File: config.mk
export PLATFORM = sky130hd
export DESIGN_NAME = paired_timer_control
export DESIGN_NICKNAME = d
export VERILOG_FILES = /design/src/design/paired_timer_pkg.sv /design/src/design/timer_slice.sv /design/src/design/paired_timer_control.sv
export VERILOG_INCLUDE_DIRS = /design/src /design/src/design
export SDC_FILE = /design/constraint.sdc
export NUM_CORES = 1
export LEC_CHECK = 0
export BUFFER_PORTS_ARGS = -buffer_cell sky130_fd_sc_hd__buf_4
export CORE_AREA = 2 2 110 112
export CTS_CLUSTER_DIAMETER = 40
export CTS_CLUSTER_SIZE = 30
export DETAILED_ROUTE_END_ITERATION = 16
export DIE_AREA = 0 0 112 114
export PLACE_DENSITY = 0.81
export REMOVE_ABC_BUFFERS = 1
export SLEW_MARGIN = 40
export SYNTH_ARGS = -nofsm -noshare
export SYNTH_HDL_FRONTEND = slang
export SYNTH_SLANG_ARGS = --single-unit
File: constraint.sdc
create_clock -name mclk -period 3.9 [get_ports mclk]
set_input_delay 0.585 -clock mclk [delete_from_list [all_inputs] [get_ports mclk]]
set_output_delay 0.585 -clock mclk [all_outputs]
set_load 0.05 [all_outputs]
File: src/design/paired_timer_map.svh
// register offsets, field positions, reset values and counts of the paired timer
// assumes inclusion by bare name from the design files
`ifndef PAIRED_TIMER_MAP_SVH
`define PAIRED_TIMER_MAP_SVH
`define OFS_LOW_CTRL      12'h000
`define OFS_HIGH_CTRL     12'h004
`define OFS_LOW_COUNT     12'h008
`define OFS_HIGH_COUNT    12'h00C
`define OFS_LOW_PERIOD    12'h010
`define OFS_HIGH_PERIOD   12'h014
`define OFS_IRQ_STATUS    12'h018
`define OFS_IRQ_MASK      12'h01C
`define BIT_RUN           15
`define BIT_IDLE_STOP     13
`define BIT_GATE          6
`define BIT_PS_HI         5
`define BIT_PS_LO         4
`define BIT_PAIR          3
`define BIT_CLK_SRC       1
`define LOW_CTRL_MASK     16'hA07A
`define HIGH_CTRL_MASK    16'hA072
`define CTRL_RESET        16'h0000
`define PERIOD_RESET      16'hFFFF
`define IRQ_LOW           0
`define IRQ_HIGH          1
`define DIV_8             8'h07
`define DIV_64            8'h3F
`define DIV_256           8'hFF
`endif

File: src/design/paired_timer_pkg.sv
// types shared by the paired timer files
// assumes nothing of its surroundings
package paired_timer_pkg;
    typedef logic [15:0] word_t;
    typedef logic [7:0]  pscnt_t;
    typedef logic [1:0]  pssel_t;
endpackage

File: src/design/timer_slice.sv
// one 16-bit timer slice: prescaler, gate, counter, period match
// assumes its tick source is already synchronized to mclk
`timescale 1ns/10ps
`default_nettype none
`include "paired_timer_map.svh"
module timer_slice
(
    input  wire logic                     mclk,
    input  wire logic                     resetn,
    input  wire logic                     enable,
    input  wire logic                     src_tick,
    input  wire logic                     gate_mode,
    input  wire logic                     gate_level,
    input  wire paired_timer_pkg::pssel_t ps_sel,
    input  wire paired_timer_pkg::word_t  period,
    input  wire logic                     wr_count,
    input  wire paired_timer_pkg::word_t  wr_data,
    input  wire logic                     carry_in,
    input  wire logic                     chained,
    output logic                          tick_out,
    output logic                          match,
    output paired_timer_pkg::word_t       count_q
);
    import paired_timer_pkg::*;

    function automatic pscnt_t div_limit(input pssel_t s);
        unique case (s)
            2'b00: div_limit = 8'h00;
            2'b01: div_limit = `DIV_8;
            2'b10: div_limit = `DIV_64;
            2'b11: div_limit = `DIV_256;
        endcase
    endfunction

    pscnt_t ps_q;
    pscnt_t ps_d;
    word_t  count_d;
    logic   adv;

    always_comb
    begin
        ps_d     = ps_q;
        tick_out = 1'b0;
        if (!enable || chained)
            ps_d = 8'h00;
        else if (src_tick && (!gate_mode || gate_level))
        begin
            if (ps_q >= div_limit(ps_sel))
            begin
                ps_d     = 8'h00;
                tick_out = 1'b1;
            end
            else
                ps_d = ps_q + 8'h01;
        end
        adv     = chained ? carry_in : tick_out;
        match   = adv && (count_q == period);
        count_d = count_q;
        if (wr_count)
            count_d = wr_data;
        else if (adv)
            count_d = match ? 16'h0000 : count_q + 16'h0001;
    end

    always_ff @(posedge mclk)
    begin
        if (!resetn)
        begin
            ps_q    <= 8'h00;
            count_q <= 16'h0000;
        end
        else
        begin
            ps_q    <= ps_d;
            count_q <= count_d;
        end
    end
endmodule
`default_nettype wire

File: src/design/paired_timer_control.sv
// Functional notes
// - paired: low run bit starts/stops 32-bit
// - unpaired: each run bit controls its timer
// - idle-stop set halts timer in idle
// - gate honoured only with internal clock
// - prescale codes divide 1, 8, 64, 256
// - pair bit joins timers into 32 bits
// - clock source: external pin or internal
// - unimplemented control bits read zero
// - high control bits other than idle-stop ignored when paired
// - paired idle run needs high idle-stop clear
// - control bits read/write, reset to zero
// - high word msw, low word lsw
// - paired uses high interrupt, low ignored
// - external pin synchronized before use
//
// paired 16/32-bit timer with APB register access and one interrupt
// assumes mclk is the internal instruction clock; pins are asynchronous
//
// Implementation choices: the placing of the registers and the APB slave port.
`timescale 1ns/10ps
`default_nettype none
`include "paired_timer_map.svh"
module paired_timer_control
(
    input  wire logic        mclk,
    input  wire logic        resetn,
    input  wire logic        psel,
    input  wire logic        penable,
    input  wire logic        pwrite,
    input  wire logic [11:0] paddr,
    input  wire logic [31:0] pwdata,
    output logic      [31:0] prdata,
    output logic             pready,
    output logic             pslverr,
    input  wire logic        idle_mode,
    input  wire logic        low_count_pin,
    input  wire logic        high_count_pin,
    input  wire logic        low_gate_pin,
    input  wire logic        high_gate_pin,
    output logic             irq
);
    import paired_timer_pkg::*;

    word_t       lctl_q, lctl_d, hctl_q, hctl_d;
    word_t       lper_q, lper_d, hper_q, hper_d;
    logic [1:0]  ist_q, ist_d, imsk_q, imsk_d;
    logic [31:0] prdata_d;
    logic [2:0]  lpin_s, hpin_s, lgate_s, hgate_s;
    logic        lgate_fall, hgate_fall;
    logic        pair, l_run, h_run, l_ext, h_ext, l_gate, h_gate;
    logic        l_src, h_src, l_tick, h_tick, l_match, h_match;
    logic        wr_lcnt, wr_hcnt;
    word_t       lcnt, hcnt;
    logic        acc, wr;
    logic [1:0]  ev;

    assign acc     = psel && penable;
    assign wr      = acc && pwrite;
    assign pready  = 1'b1;
    assign pslverr = 1'b0;

    // two-stage synchronizers, third stage for edge detection
    always_ff @(posedge mclk)
    begin
        if (!resetn)
        begin
            lpin_s  <= 3'b000;
            hpin_s  <= 3'b000;
            lgate_s <= 3'b000;
            hgate_s <= 3'b000;
        end
        else
        begin
            lpin_s  <= {lpin_s[1:0], low_count_pin};
            hpin_s  <= {hpin_s[1:0], high_count_pin};
            lgate_s <= {lgate_s[1:0], low_gate_pin};
            hgate_s <= {hgate_s[1:0], high_gate_pin};
        end
    end

    assign pair    = lctl_q[`BIT_PAIR];
    // run qualified by idle-stop; paired mode uses high idle-stop only
    assign l_run   = lctl_q[`BIT_RUN] && !(idle_mode &&
                     (pair ? hctl_q[`BIT_IDLE_STOP] : lctl_q[`BIT_IDLE_STOP]));
    assign h_run   = !pair && hctl_q[`BIT_RUN] &&
                     !(idle_mode && hctl_q[`BIT_IDLE_STOP]);
    assign l_ext   = lctl_q[`BIT_CLK_SRC];
    assign h_ext   = hctl_q[`BIT_CLK_SRC];
    assign l_gate  = !l_ext && lctl_q[`BIT_GATE];
    assign h_gate  = !h_ext && hctl_q[`BIT_GATE];
    assign l_src   = l_ext ? (lpin_s[1] && !lpin_s[2]) : 1'b1;
    assign h_src   = h_ext ? (hpin_s[1] && !hpin_s[2]) : 1'b1;
    assign lgate_fall = l_gate && l_run && lgate_s[2] && !lgate_s[1];
    assign hgate_fall = h_gate && h_run && hgate_s[2] && !hgate_s[1];
    assign wr_lcnt = wr && paddr == `OFS_LOW_COUNT;
    assign wr_hcnt = wr && paddr == `OFS_HIGH_COUNT;

    timer_slice u_low
    (
        .mclk       (mclk),
        .resetn     (resetn),
        .enable     (l_run),
        .src_tick   (l_src),
        .gate_mode  (l_gate),
        .gate_level (lgate_s[1]),
        .ps_sel     (lctl_q[`BIT_PS_HI:`BIT_PS_LO]),
        .period     (lper_q),
        .wr_count   (wr_lcnt),
        .wr_data    (pwdata[15:0]),
        .carry_in   (1'b0),
        .chained    (1'b0),
        .tick_out   (l_tick),
        .match      (l_match),
        .count_q    (lcnt)
    );

    // paired: high slice advances when low ticks at FFFF; match needs both words
    timer_slice u_high
    (
        .mclk       (mclk),
        .resetn     (resetn),
        .enable     (h_run),
        .src_tick   (h_src),
        .gate_mode  (h_gate),
        .gate_level (hgate_s[1]),
        .ps_sel     (hctl_q[`BIT_PS_HI:`BIT_PS_LO]),
        .period     (pair ? hper_q : hper_q),
        .wr_count   (wr_hcnt),
        .wr_data    (pwdata[15:0]),
        .carry_in   (l_tick && lcnt == 16'hFFFF),
        .chained    (pair),
        .tick_out   (h_tick),
        .match      (h_match),
        .count_q    (hcnt)
    );

    logic pair_wrap;
    logic pair_match;
    assign pair_match = l_tick && lcnt == lper_q && hcnt == hper_q;
    assign pair_wrap  = pair_match;

    always_comb
    begin
        lctl_d = lctl_q;
        hctl_d = hctl_q;
        lper_d = lper_q;
        hper_d = hper_q;
        imsk_d = imsk_q;
        ev     = 2'b00;
        if (pair)
            ev[`IRQ_HIGH] = pair_match || lgate_fall;
        else
        begin
            ev[`IRQ_LOW]  = (l_match && !(lcnt == 16'hFFFF && 1'b0)) || lgate_fall;
            ev[`IRQ_HIGH] = h_match || hgate_fall;
        end
        ist_d = ist_q;
        if (wr)
        begin
            unique case (paddr)
                `OFS_LOW_CTRL:    lctl_d = pwdata[15:0] & `LOW_CTRL_MASK;
                `OFS_HIGH_CTRL:   hctl_d = pwdata[15:0] & `HIGH_CTRL_MASK;
                `OFS_LOW_PERIOD:  lper_d = pwdata[15:0];
                `OFS_HIGH_PERIOD: hper_d = pwdata[15:0];
                `OFS_IRQ_STATUS:  ist_d  = ist_q & ~pwdata[1:0];
                `OFS_IRQ_MASK:    imsk_d = pwdata[1:0];
                default:          ;
            endcase
        end
        ist_d = ist_d | ev;
        prdata_d = 32'h0000_0000;
        if (psel && !penable && !pwrite)
        begin
            unique case (paddr)
                `OFS_LOW_CTRL:    prdata_d = {16'h0000, lctl_q};
                `OFS_HIGH_CTRL:   prdata_d = {16'h0000, hctl_q};
                `OFS_LOW_COUNT:   prdata_d = {16'h0000, lcnt};
                `OFS_HIGH_COUNT:  prdata_d = {16'h0000, hcnt};
                `OFS_LOW_PERIOD:  prdata_d = {16'h0000, lper_q};
                `OFS_HIGH_PERIOD: prdata_d = {16'h0000, hper_q};
                `OFS_IRQ_STATUS:  prdata_d = {30'h0000_0000, ist_q};
                `OFS_IRQ_MASK:    prdata_d = {30'h0000_0000, imsk_q};
                default:          prdata_d = 32'h0000_0000;
            endcase
        end
        else if (acc)
            prdata_d = prdata;
    end

    always_ff @(posedge mclk)
    begin
        if (!resetn)
        begin
            lctl_q <= `CTRL_RESET;
            hctl_q <= `CTRL_RESET;
            lper_q <= `PERIOD_RESET;
            hper_q <= `PERIOD_RESET;
            ist_q  <= 2'b00;
            imsk_q <= 2'b00;
            prdata <= 32'h0000_0000;
        end
        else
        begin
            lctl_q <= lctl_d;
            hctl_q <= hctl_d;
            lper_q <= lper_d;
            hper_q <= hper_d;
            ist_q  <= ist_d;
            imsk_q <= imsk_d;
            prdata <= prdata_d;
        end
    end

    assign irq = |(ist_q & imsk_q);

    a_unimpl_zero: assert property (@(posedge mclk) disable iff (!resetn)
        (lctl_q & ~`LOW_CTRL_MASK) == 16'h0000 && (hctl_q & ~`HIGH_CTRL_MASK) == 16'h0000)
        else $error("unimplemented control bit set");
    a_ctrl_write: assert property (@(posedge mclk) disable iff (!resetn)
        wr && paddr == `OFS_LOW_CTRL |=> lctl_q == ($past(pwdata[15:0]) & `LOW_CTRL_MASK))
        else $error("low control write lost");
    a_stop_halts: assert property (@(posedge mclk) disable iff (!resetn)
        !lctl_q[`BIT_RUN] && !wr_lcnt |=> $stable(lcnt))
        else $error("low counter moved while stopped");
    a_idle_halts: assert property (@(posedge mclk) disable iff (!resetn)
        idle_mode && !pair && lctl_q[`BIT_IDLE_STOP] && !wr_lcnt |=> $stable(lcnt))
        else $error("low counter moved in idle");
    a_high_ignored: assert property (@(posedge mclk) disable iff (!resetn)
        pair && !l_tick && !wr_hcnt |=> $stable(hcnt))
        else $error("high word moved without carry");
    a_free_count: assert property (@(posedge mclk) disable iff (!resetn)
        l_run && !l_ext && !l_gate && lctl_q[5:4] == 2'b00 && !wr_lcnt && lcnt != lper_q
        |=> lcnt == $past(lcnt) + 16'h0001)
        else $error("low counter failed to advance");
    a_wrap_flag: assert property (@(posedge mclk) disable iff (!resetn)
        !pair && l_match && !wr_lcnt |=> lcnt == 16'h0000 && ist_q[`IRQ_LOW])
        else $error("period match not handled");
    a_pair_irq: assert property (@(posedge mclk) disable iff (!resetn)
        pair && pair_match |=> ist_q[`IRQ_HIGH])
        else $error("paired match missed high flag");
    a_irq_level: assert property (@(posedge mclk) disable iff (!resetn)
        irq == |(ist_q & imsk_q))
        else $error("interrupt output mismatch");
endmodule
`default_nettype wire

==> results of run 1 <==
==> routing by layer <==
metal  track usage, %  vias to the layer above  routed length [um]
met5                0                        -                   0
met4             18.1                        0                 964
met3             8.29                       82                1740
met2             50.7                      336                9250
met1             38.7                     3062                7680
li1                 -                     2989                   -
==> stage by stage <==
| stage | area (sq um) | cells | power [uW] | util (%) | setup slack (ps) |
|---|---|---|---|---|---|
| 2_1_floorplan | 6480 | 766 | 1380 | - | 676 |
| 3_5_place_dp | 7180 | 980 | 1450 | 61.3 | 571 |
| 4_1_cts | 7830 | 1012 | 3180 | 66.9 | 643 |
| 6_report | 7830 | 1012 | 3170 | 66.9 | 560 |
| 5_1_grt | 7830 | 1012 | 3260 | 66.9 | 462 |
| 3_3_place_gp | 7180 | 980 | 1450 | 61.3 | 615 |
==> state kept, by name, summed over array words and instances (netlist names) <==
name	flops
prdata	16
hpin_s	3
u_low.ps_q	8
hper_q	16
u_high.ps_q	8
imsk_q	2
u_high.count_q	16
lper_q	16
ist_q	2
hgate_s	3
u_low.count_q	16
lgate_s	3
lctl_q	7
hctl_q	6
lpin_s	3
==> worst max-delay path by stage <==
| stage | slack, ps | cells after the start | endpoint |
|---|---|---|---|
| after detailed placement | 570 | 8 | hper_q[2] |
| after global placement | 620 | 8 | hper_q[10] |
| after CTS | 640 | 10 | u_high.count_q[6] |
| after global routing | 460 | 10 | u_high.count_q[6] |
| after floorplan | 680 | 5 | ist_q[1] |
| final | 560 | 10 | u_high.count_q[6] |
==> layout make-up <==
type	instances	area [sq um]	share of cell area, %
multi-input cells	633	3960	50.6
flip-flops and latches	125	2500	31.9
repair buffers	67	503	6.42
clock buffers	21	460	5.88
clock inverters	11	189	2.41
well taps	147	184	2.35
inverters	8	30.0	0.383
==> logic make-up after synthesis <==
logic type / count (synthesis) / share of synthesized area [%]
and+or+nand+nor: 356 / 27.2
AOI/OAI and AO/OA: 161 / 15.1
DFF: 125 / 36.9
buffers and inverters: 77 / 5.81
xor gates and xnor gates: 52 / 6.71
muxes: 30 / 5.20
adders and majority gates: 16 / 2.95
other: 2 / 0.111
==> power by group through the flow <==
stage | combinational [uW] | clock (uW) | sequential, uW
3_5_place_dp | 141 | 0 | 1310
5_1_grt | 151 | 1830 | 1280
6_report | 144 | 1740 | 1280
3_3_place_gp | 138 | 0 | 1310
4_1_cts | 141 | 1750 | 1280
2_1_floorplan | 67.1 | 0 | 1310
==> placed cells by master, fill, tap and decap left out, drive strengths merged, types with 18 or more instances in the layout <==
| master | Yosys | routed |
|---|---|---|
| xnor2 | 40 | 40 |
| nand3 | 71 | 71 |
| buf | 34 | 67 |
| nor2 | 54 | 54 |
| dfxtp | 125 | 125 |
| nand2 | 120 | 120 |
| a31oi | 33 | 33 |
| o21ai | 63 | 63 |
| and3 | 19 | 19 |
| conb | 2 | 18 |
| clkbuf | 35 | 21 |
==> impl_metrics.tcl, run 1 <==
set metrics [dict create \
    async_flop_share_pct 0 \
    synth.avg_cell_area_sq_um 8.28 \
    drtIter0Drc 719 \
    setup_viol 0 \
    grt_pass1_vias 6147 \
    area_delta_synth_final_pct 15.4 \
    final_max_slew_viol_count 0 \
    p_leak_uw 0.00300 \
    drive_gt1_share_pct 15.8 \
    fin_tns_setup_ps 0 \
    fmax_mhz 299 \
    wl_mm 19.6 \
    netlist_top_cells_count "dfxtp_1, nand2_1, nand3_1" \
    ys_seq_elements 125 \
    worstMarginPinSlew_ps 791 \
    clock_power_share_pct 55.0 \
    synth.area.top_cells "dfxtp_1, nand2_1, nand3_1" \
    critPathSlowestCell "or4b_2" \
    combPwrFrac_pct 4.5 \
    min_path_type "in2reg" \
    fin_worst_skew_ps 5.99 \
    syn_inst 819 \
    clk_pin_slew_worst_paths_ps 60 \
    ys_warn_count 0 \
    row_count 40 \
    clock_latency_ps 430 \
    crit_required_ps 4250 \
    nFillCells 959 \
    numCtsBuffers 17 \
    viasPerCell 6.39 \
    synth_top_area_share_pct 36.9 \
    dieArea_sq_um 12800 \
    crit_arrival_ps 3690 \
    path_cells "nand2_1 -> ha_1 -> and4_1 -> o211a_1 -> a211oi_1 -> nor2_2 -> a31oi_2 -> buf_4 -> or4b_2 -> a31oi_1" \
    drc_errors 0 \
    min_from "high_count_pin" \
    crit_path_start_kind "register" \
    outcome "completed" \
    ctsHtreeMaxLevel 4 \
    min_period_ps 3340 \
    crit_type "reg2reg" \
    p_int_uw 2490 \
    route.vias.total 6469 \
    synth_edf_count 0 \
    gp_routability_congestion 0.931 \
    initial_utilization_pct 57.9 \
    synth_top_cell_by_area "dfxtp_1" \
    startpoint "lctl_q[4]" \
    hold_end "hpin_s[0]" \
    p_switching_uw 682 \
    dpl.hpwl_mm 13.5 \
    die_w_um 112 \
    root_buffer "clkbuf_16" \
    path_max_fanout 20 \
    clockBufferDepth 2 \
    hold_violations 0 \
    synthFlopType "dfxtp_1" \
    cts_setup_buffers 0 \
    cts_sinks 125 \
    pwr-share-seq_pct 40.5 \
    antenna_left 0 \
    hold_buffers 0 \
    grt_max_degree 44 \
    cp_num_buf_inv 1 \
    max-cap-violations 0 \
    r2r-end "u_high.count_q[6]" \
    synth_cell_types 72 \
    slowest_delay_ps 640 \
    nets 922 \
    io_pins 89 \
    track_usage_pct 31.6 \
    ctsResizeCount 0 \
    min_period_over_period_pct 85.6 \
    antenna_found_initial 0 \
    die_h_um 114 \
    design.core.area_sq_um 11700 \
    antenna_cells 0 \
    relSlewSlack_pct 47.0 \
    synth.most_common_cell "dfxtp_1" \
    port_buffers 54 \
    swShare_pct 21.5 \
    cts_tree "done" \
    wl_per_cell_um 19.4 \
    overflow 0 \
    r2r_start "lctl_q[4]" \
    rr_worst_depth 10 \
    peakVddDrop_mv 0.556 \
    r2r_setup_slack_ps 560 \
    grt_pass1_wl_mm 31.6 \
    syn-cell-area_sq_um 6790 \
    firstDrtPassIters 6 \
    hold_slack_ps 364 \
    holdPathStages 2 \
    critical_path.top_delay_family "simple AND/OR/NAND/NOR gates" \
    powerDensity_nw_per_um2 405 \
    seq_area_frac_synth_pct 36.9 \
    rsz0062_at_grt "no" \
    critPathCaptureType "register" \
]
Power figures use the tool's default switching activity.
==> inputs of run 2 (changes only) <==
--- a/config.mk
+++ b/config.mk
@@ -7,12 +7,14 @@
 export NUM_CORES = 1
 export LEC_CHECK = 0
 export BUFFER_PORTS_ARGS = -buffer_cell sky130_fd_sc_hd__buf_4
-export CORE_AREA = 2 2 110 112
+export CELL_PAD_IN_SITES_DETAIL_PLACEMENT = 1
+export CELL_PAD_IN_SITES_GLOBAL_PLACEMENT = 2
+export CORE_AREA = 2 2 139 141
 export CTS_CLUSTER_DIAMETER = 40
 export CTS_CLUSTER_SIZE = 30
 export DETAILED_ROUTE_END_ITERATION = 16
-export DIE_AREA = 0 0 112 114
-export PLACE_DENSITY = 0.81
+export DIE_AREA = 0 0 141 143
+export PLACE_DENSITY_LB_ADDON = 0.1
 export REMOVE_ABC_BUFFERS = 1
 export SLEW_MARGIN = 40
 export SYNTH_ARGS = -nofsm -noshare
==> run 2 against run 1 <==
  * Flip-flop and latch count unchanged
  * Non-clock buffer count increased by 7
  * Register-to-register slack improved by 180 ps
  * Clock skew increased by 5.4 ps
  * Count of clock-buffer cells in the layout unchanged
  * Hold slack improved by 0.60 ps
  * Fmax increased by 5.7%
  * Worst setup slack improved by 180 ps
  * Largest power group unchanged
==> impl_metrics.tcl, run 2 (same netlist as run 1, synthesis figures left out) <==
set metrics [dict create \
    outcome "completed" \
    fin_tns_setup_ps 0 \
    rr_worst_depth 10 \
    dpl.hpwl_mm 17.5 \
    ctsResizeCount 0 \
    worst_slack_ps 741 \
    min_from "high_gate_pin" \
    design.core.area_sq_um 18600 \
    antenna_found_initial 0 \
    antenna_left 0 \
    layout_commonest_cell "dfxtp_1" \
    wl_mm 24.4 \
    place_area_sq_um 7360 \
    power_uw 3040 \
    row_count 50 \
    final_cell_mix "dfxtp_1, nand2_1, buf_4" \
    hold_violations 0 \
    area_delta_synth_final_pct 17.1 \
    cts_setup_buffers 0 \
    viasPerCell 5.77 \
    crit_arrival_ps 3440 \
    dieArea_sq_um 20200 \
    cts_tree "done" \
    die_h_um 143 \
    r2r-end "u_high.count_q[1]" \
    overflow 0 \
    final_max_slew_viol_count 0 \
    multi_input_comb_area_sq_um 3980 \
    r2r_setup_slack_ps 740 \
    path_cells "inv_1 -> ha_1 -> and3_1 -> a221o_1 -> a32oi_1 -> nor2_1 -> a31oi_4 -> buf_4 -> mux2i_1 -> o22ai_1" \
    fin_worst_skew_ps 11.4 \
    crit_required_ps 4190 \
    grt_pass1_wl_mm 37.9 \
    port_buffers 54 \
    fmax_mhz 317 \
    setup_viol 0 \
    initial_utilization_pct 36.5 \
    pre_cts_slack_ps 451 \
    track_usage_pct 24.7 \
    regArea_sq_um 2500 \
    clockBufferDepth 2 \
    io_pins 89 \
    crit_type "reg2reg" \
    final_area_sq_um 7940 \
    ctsHtreeMaxLevel 4 \
    numCtsBuffers 17 \
    antenna_cells 0 \
    drive_gt1_share_pct 16.5 \
    wl_per_cell_um 22.0 \
    drtIter0Drc 479 \
    min_period_over_period_pct 81.0 \
    firstDrtPassIters 5 \
    crit_path_start_kind "register" \
    root_buffer "clkbuf_16" \
    max-cap-violations 0 \
    slowest_delay_ps 590 \
    worstMarginPinSlew_ps 845 \
    holdPathStages 2 \
    clk_pin_slew_worst_paths_ps 60 \
    grt_pass1_vias 6515 \
    min_period_ps 3160 \
    die_w_um 141 \
    gp_routability_congestion 0.860 \
    clock_latency_ps 430 \
    critPathSlowestCell "a31oi_4" \
    drc_errors 0 \
    grt_max_degree 33 \
    relSlewSlack_pct 43.4 \
    hold_buffers 0 \
    r2r_start "hctl_q[5]" \
    hold_end "hgate_s[0]" \
    nFillCells 2237 \
    route.vias.total 6373 \
    powerDensity_nw_per_um2 383 \
    rsz0062_at_grt "no" \
    cts_sinks 125 \
    critPathCaptureType "register" \
    nets 929 \
    path_max_fanout 28 \
    p_leak_uw 0.00301 \
    min_path_type "in2reg" \
    peakVddDrop_mv 0.294 \
]
[run 2: cell count changes in the layout (fill, tap and decap cells not counted)]
cell / change
clkbuf_1: -1
a31oi_4: +1
clkinvlp_4: +1
bufinv_16: -3
nor2_1: +1
clkinv_4: +1
clkbuf_8: +1
nor2_2: -1
nor4_1: -1
buf_4: +7
nor4_2: +1
a31oi_2: -1
[run 2: worst max-delay path, delay by kind of cell, from the launching register on]
family	cells	cell delay (ps)
compound gates	4	1240
fa+ha+maj	1	320
buf+inv	2	410
flops	1	480
mux	1	200
simple gates	2	350
[run 2: layout make-up]
class,count,share of cell area (%)
multi-input cells,633,50.1
flip-flops and latches,125,31.5
repair buffers,74,6.99
clock buffers,21,5.92
well taps,234,3.69
clock inverters,10,1.45
inverters,8,0.378
[run 2: metrics by stage]
stage	hold slack [ps]	instances	util, %
after floorplan	412	766	-
after global placement	420	1074	39.5
after detailed placement	427	1074	39.6
after CTS	355	1105	42.7
after global routing	365	1105	42.7
final	364	1105	42.7
[run 2: where the power goes]
group	total, uW	internal (uW)	switching (uW)
sequential	1280	1280	1.59
combinational	154	42.9	112
clock	1600	985	619
[run 2: layer usage]
layer / vias to the layer above / part of all wire (%) / GRT usage, %
met5: - / 0 / 0
met4: 0 / 1.6 / 7.11
met3: 29 / 3.8 / 3.29
met2: 151 / 52 / 45.3
met1: 3194 / 43 / 30.3
li1: 2999 / - / -
[run 2: how the worst max path moves through the flow]
stage	start	to	slack [ps]	cells after the start
2_1_floorplan	u_high.count_q[9]	ist_q[1]	680	5
3_3_place_gp	hctl_q[5]	u_high.count_q[1]	510	10
3_5_place_dp	paddr[7]	u_high.count_q[14]	450	8
4_1_cts	hctl_q[5]	u_high.count_q[1]	750	10
5_1_grt	lctl_q[4]	u_high.count_q[1]	580	10
6_report	hctl_q[5]	u_high.count_q[1]	740	10
==> inputs of run 3 (changes only) <==
--- a/config.mk
+++ b/config.mk
@@ -6,14 +6,15 @@
 export SDC_FILE = /design/constraint.sdc
 export NUM_CORES = 1
 export LEC_CHECK = 0
+export ABC_AREA = 1
 export BUFFER_PORTS_ARGS = -buffer_cell sky130_fd_sc_hd__buf_4
 export CELL_PAD_IN_SITES_DETAIL_PLACEMENT = 1
 export CELL_PAD_IN_SITES_GLOBAL_PLACEMENT = 2
-export CORE_AREA = 2 2 139 141
+export CORE_AREA = 2 2 152 154
 export CTS_CLUSTER_DIAMETER = 40
 export CTS_CLUSTER_SIZE = 30
 export DETAILED_ROUTE_END_ITERATION = 16
-export DIE_AREA = 0 0 141 143
+export DIE_AREA = 0 0 154 156
 export PLACE_DENSITY_LB_ADDON = 0.1
 export REMOVE_ABC_BUFFERS = 1
 export SLEW_MARGIN = 40
==> constraint.sdc (replaced) <==
create_clock -name mclk -period 3 [get_ports mclk]
set_input_delay 0.45 -clock mclk [delete_from_list [all_inputs] [get_ports mclk]]
set_output_delay 0.45 -clock mclk [all_outputs]
set_load 0.05 [all_outputs]
==> run 3 against run 2 <==
  * Synthesized area is 6.6% higher
  * Combinational power is 21% higher
  * Via count is 11% higher
  * Critical path depth is 2 higher
  * Fmax is 27% higher
  * Synthesized cell count is 30% higher
  * Worst setup slack worse by 240 ps
  * Critical endpoint is now u_low.count_q[13]
==> impl_metrics.tcl, run 3 <==
set metrics [dict create \
    fmax_mhz 401 \
    multi_input_comb_area_sq_um 3880 \
    die_w_um 154 \
    io_pins 89 \
    rr_worst_depth 12 \
    dpl.hpwl_mm 19.0 \
    rsz0062_at_grt "no" \
    initial_utilization_pct 32.4 \
    crit_type "reg2reg" \
    nFillCells 2819 \
    path_max_fanout 9 \
    min_period_ps 2500 \
    clock_latency_ps 420 \
    antenna_found_initial 0 \
    synth_top_area_share_pct 34.6 \
    crit_end "u_low.count_q[13]" \
    viasPerCell 5.00 \
    synth.most_common_cell "nand2_1" \
    final_cell_mix "nand2_1, inv_1, dfxtp_1" \
    cts_tree "done" \
    crit_path_start_kind "register" \
    firstDrtPassIters 4 \
    final_max_slew_viol_count 0 \
    layout_commonest_cell "nand2_1" \
    ys_warn_count 0 \
    final_util_pct 38.1 \
    overflow 0 \
    area_delta_synth_final_pct 17.9 \
    min_period_over_period_pct 83.2 \
    critPathCaptureType "register" \
    numCtsBuffers 17 \
    hold_violations 0 \
    holdPathStages 3 \
    port_buffers 54 \
    synth_top_cell_by_area "dfxtp_1" \
    grt_pass1_vias 7174 \
    synth.avg_cell_area_sq_um 6.81 \
    root_buffer "clkbuf_16" \
    p_leak_uw 0.00407 \
    route.vias.total 7055 \
    r2r_setup_slack_ps 500 \
    min_path_type "in2reg" \
    fin_worst_skew_ps 11.7 \
    relSlewSlack_pct 52.0 \
    syn_inst 1063 \
    cts_sinks 125 \
    nets 1183 \
    track_usage_pct 21.5 \
    crit_required_ps 3350 \
    r2r-end "u_low.count_q[13]" \
    synth_edf_count 0 \
    hold_buffers 0 \
    drive_gt1_share_pct 12.5 \
    antenna_left 0 \
    setup_viol 0 \
    async_flop_share_pct 0 \
    synthFlopType "dfxtp_1" \
    synth.area.top_cells "dfxtp_1, nand2_1, inv_1" \
    max-cap-violations 0 \
    clockBufferDepth 2 \
    clk_pin_slew_worst_paths_ps 60 \
    drtIter0Drc 379 \
    powerDensity_nw_per_um2 482 \
    synth_cell_types 41 \
    grt_pass1_wl_mm 40.4 \
    die_h_um 156 \
    worstMarginPinSlew_ps 720 \
    r2r_start "lctl_q[5]" \
    syn-cell-area_sq_um 7240 \
    outcome "completed" \
    antenna_cells 0 \
    peakVddDrop_mv 0.263 \
    regArea_sq_um 2500 \
    cts_setup_buffers 0 \
    wl_per_cell_um 17.7 \
    power_uw 4110 \
    dp.cells 1379 \
    ys_seq_elements 125 \
    row_count 55 \
    grt_max_degree 33 \
    ctsResizeCount 0 \
    netlist_top_cells_count "nand2_1, inv_1, dfxtp_1" \
    ctsHtreeMaxLevel 4 \
    startpoint "lctl_q[5]" \
    seq_area_frac_synth_pct 34.6 \
    final_cells 1411 \
    gp_routability_congestion 0.822 \
    wl_mm 24.9 \
    design.core.area_sq_um 22400 \
    dieArea_sq_um 24000 \
    crit_arrival_ps 2840 \
    fin_tns_setup_ps 0 \
    drc_errors 0 \
]
[run 3: cell count changes after synthesis, sizes merged, moves of 31 or more]
cell / previous run / this run
xnor2: 40 / 6
a21oi: 14 / 50
o211ai: 1 / 34
inv: 8 / 162
o22ai: 4 / 35
nand2: 120 / 245
[run 3: report_power, final]
part | internal, uW | switching [uW] | total [uW]
logic | 45.6 | 141 | 187
registers | 1670 | 2.16 | 1670
clock network | 1400 | 849 | 2250
[run 3: layout make-up]
| class | instances | area share (%) |
|---|---|---|
| Tap cell | 285 | 4.18 |
| Timing Repair Buffer | 71 | 6.25 |
| Clock buffer | 17 | 4.99 |
| Multi-Input combinational cell | 732 | 45.5 |
| Sequential cell | 125 | 29.3 |
| Clock inverter | 15 | 2.46 |
| Inverter | 166 | 7.31 |
[run 3: kinds of logic (layout without fill, tap and decap cells)]
kind of cell | Yosys count | after routing | share of synthesized area, %
buf+inv | 222 | 269 | 12.7
simple gates | 480 | 480 | 30.4
flops | 125 | 125 | 34.6
other cells | 2 | 18 | 0.104
compound gates | 186 | 186 | 15.5
fa+ha+maj | 16 | 16 | 2.77
xor+xnor | 32 | 32 | 3.87
[run 3: per-stage QoR]
step                hold slack (ps)  cell area, sq um  setup WS, ps
floorplan                       390              7000           936
global placement                398              7890           522
detailed placement              401              7890           475
CTS                             191              8530           464
global route                    210              8530           286
finish                          208              8530           505
[run 3: per-layer routing]
metal	global-route usage (%)	vias up	wire length, um	part of all wire (%)
met1	29.5	3351	12500	50
met4	5.30	0	278	1.1
met2	35.5	103	11400	46
li1	-	3585	-	-
met5	0	-	0	0
met3	3.47	16	802	3.2
[run 3: critical path, cell delays in order (launching register included)]
cell      delay (ps)
dfxtp_1          360
inv_1            130
ha_1             310
a21oi_1          150
nor2_1            60
nor3_1           350
a21oi_4          190
nand2_2          170
nand2_2          170
buf_4            210
o21ai_1          120
clkinv_1          70
a21oi_1          130
[run 3: worst min-delay path by stage]
stage	startpoint	end
after floorplan	hgate_s[0]	hgate_s[1]
after global placement	lpin_s[0]	lpin_s[1]
after detailed placement	lgate_s[0]	lgate_s[1]
after CTS	high_count_pin	hpin_s[0]
after global routing	low_count_pin	lpin_s[0]
final	high_count_pin	hpin_s[0]
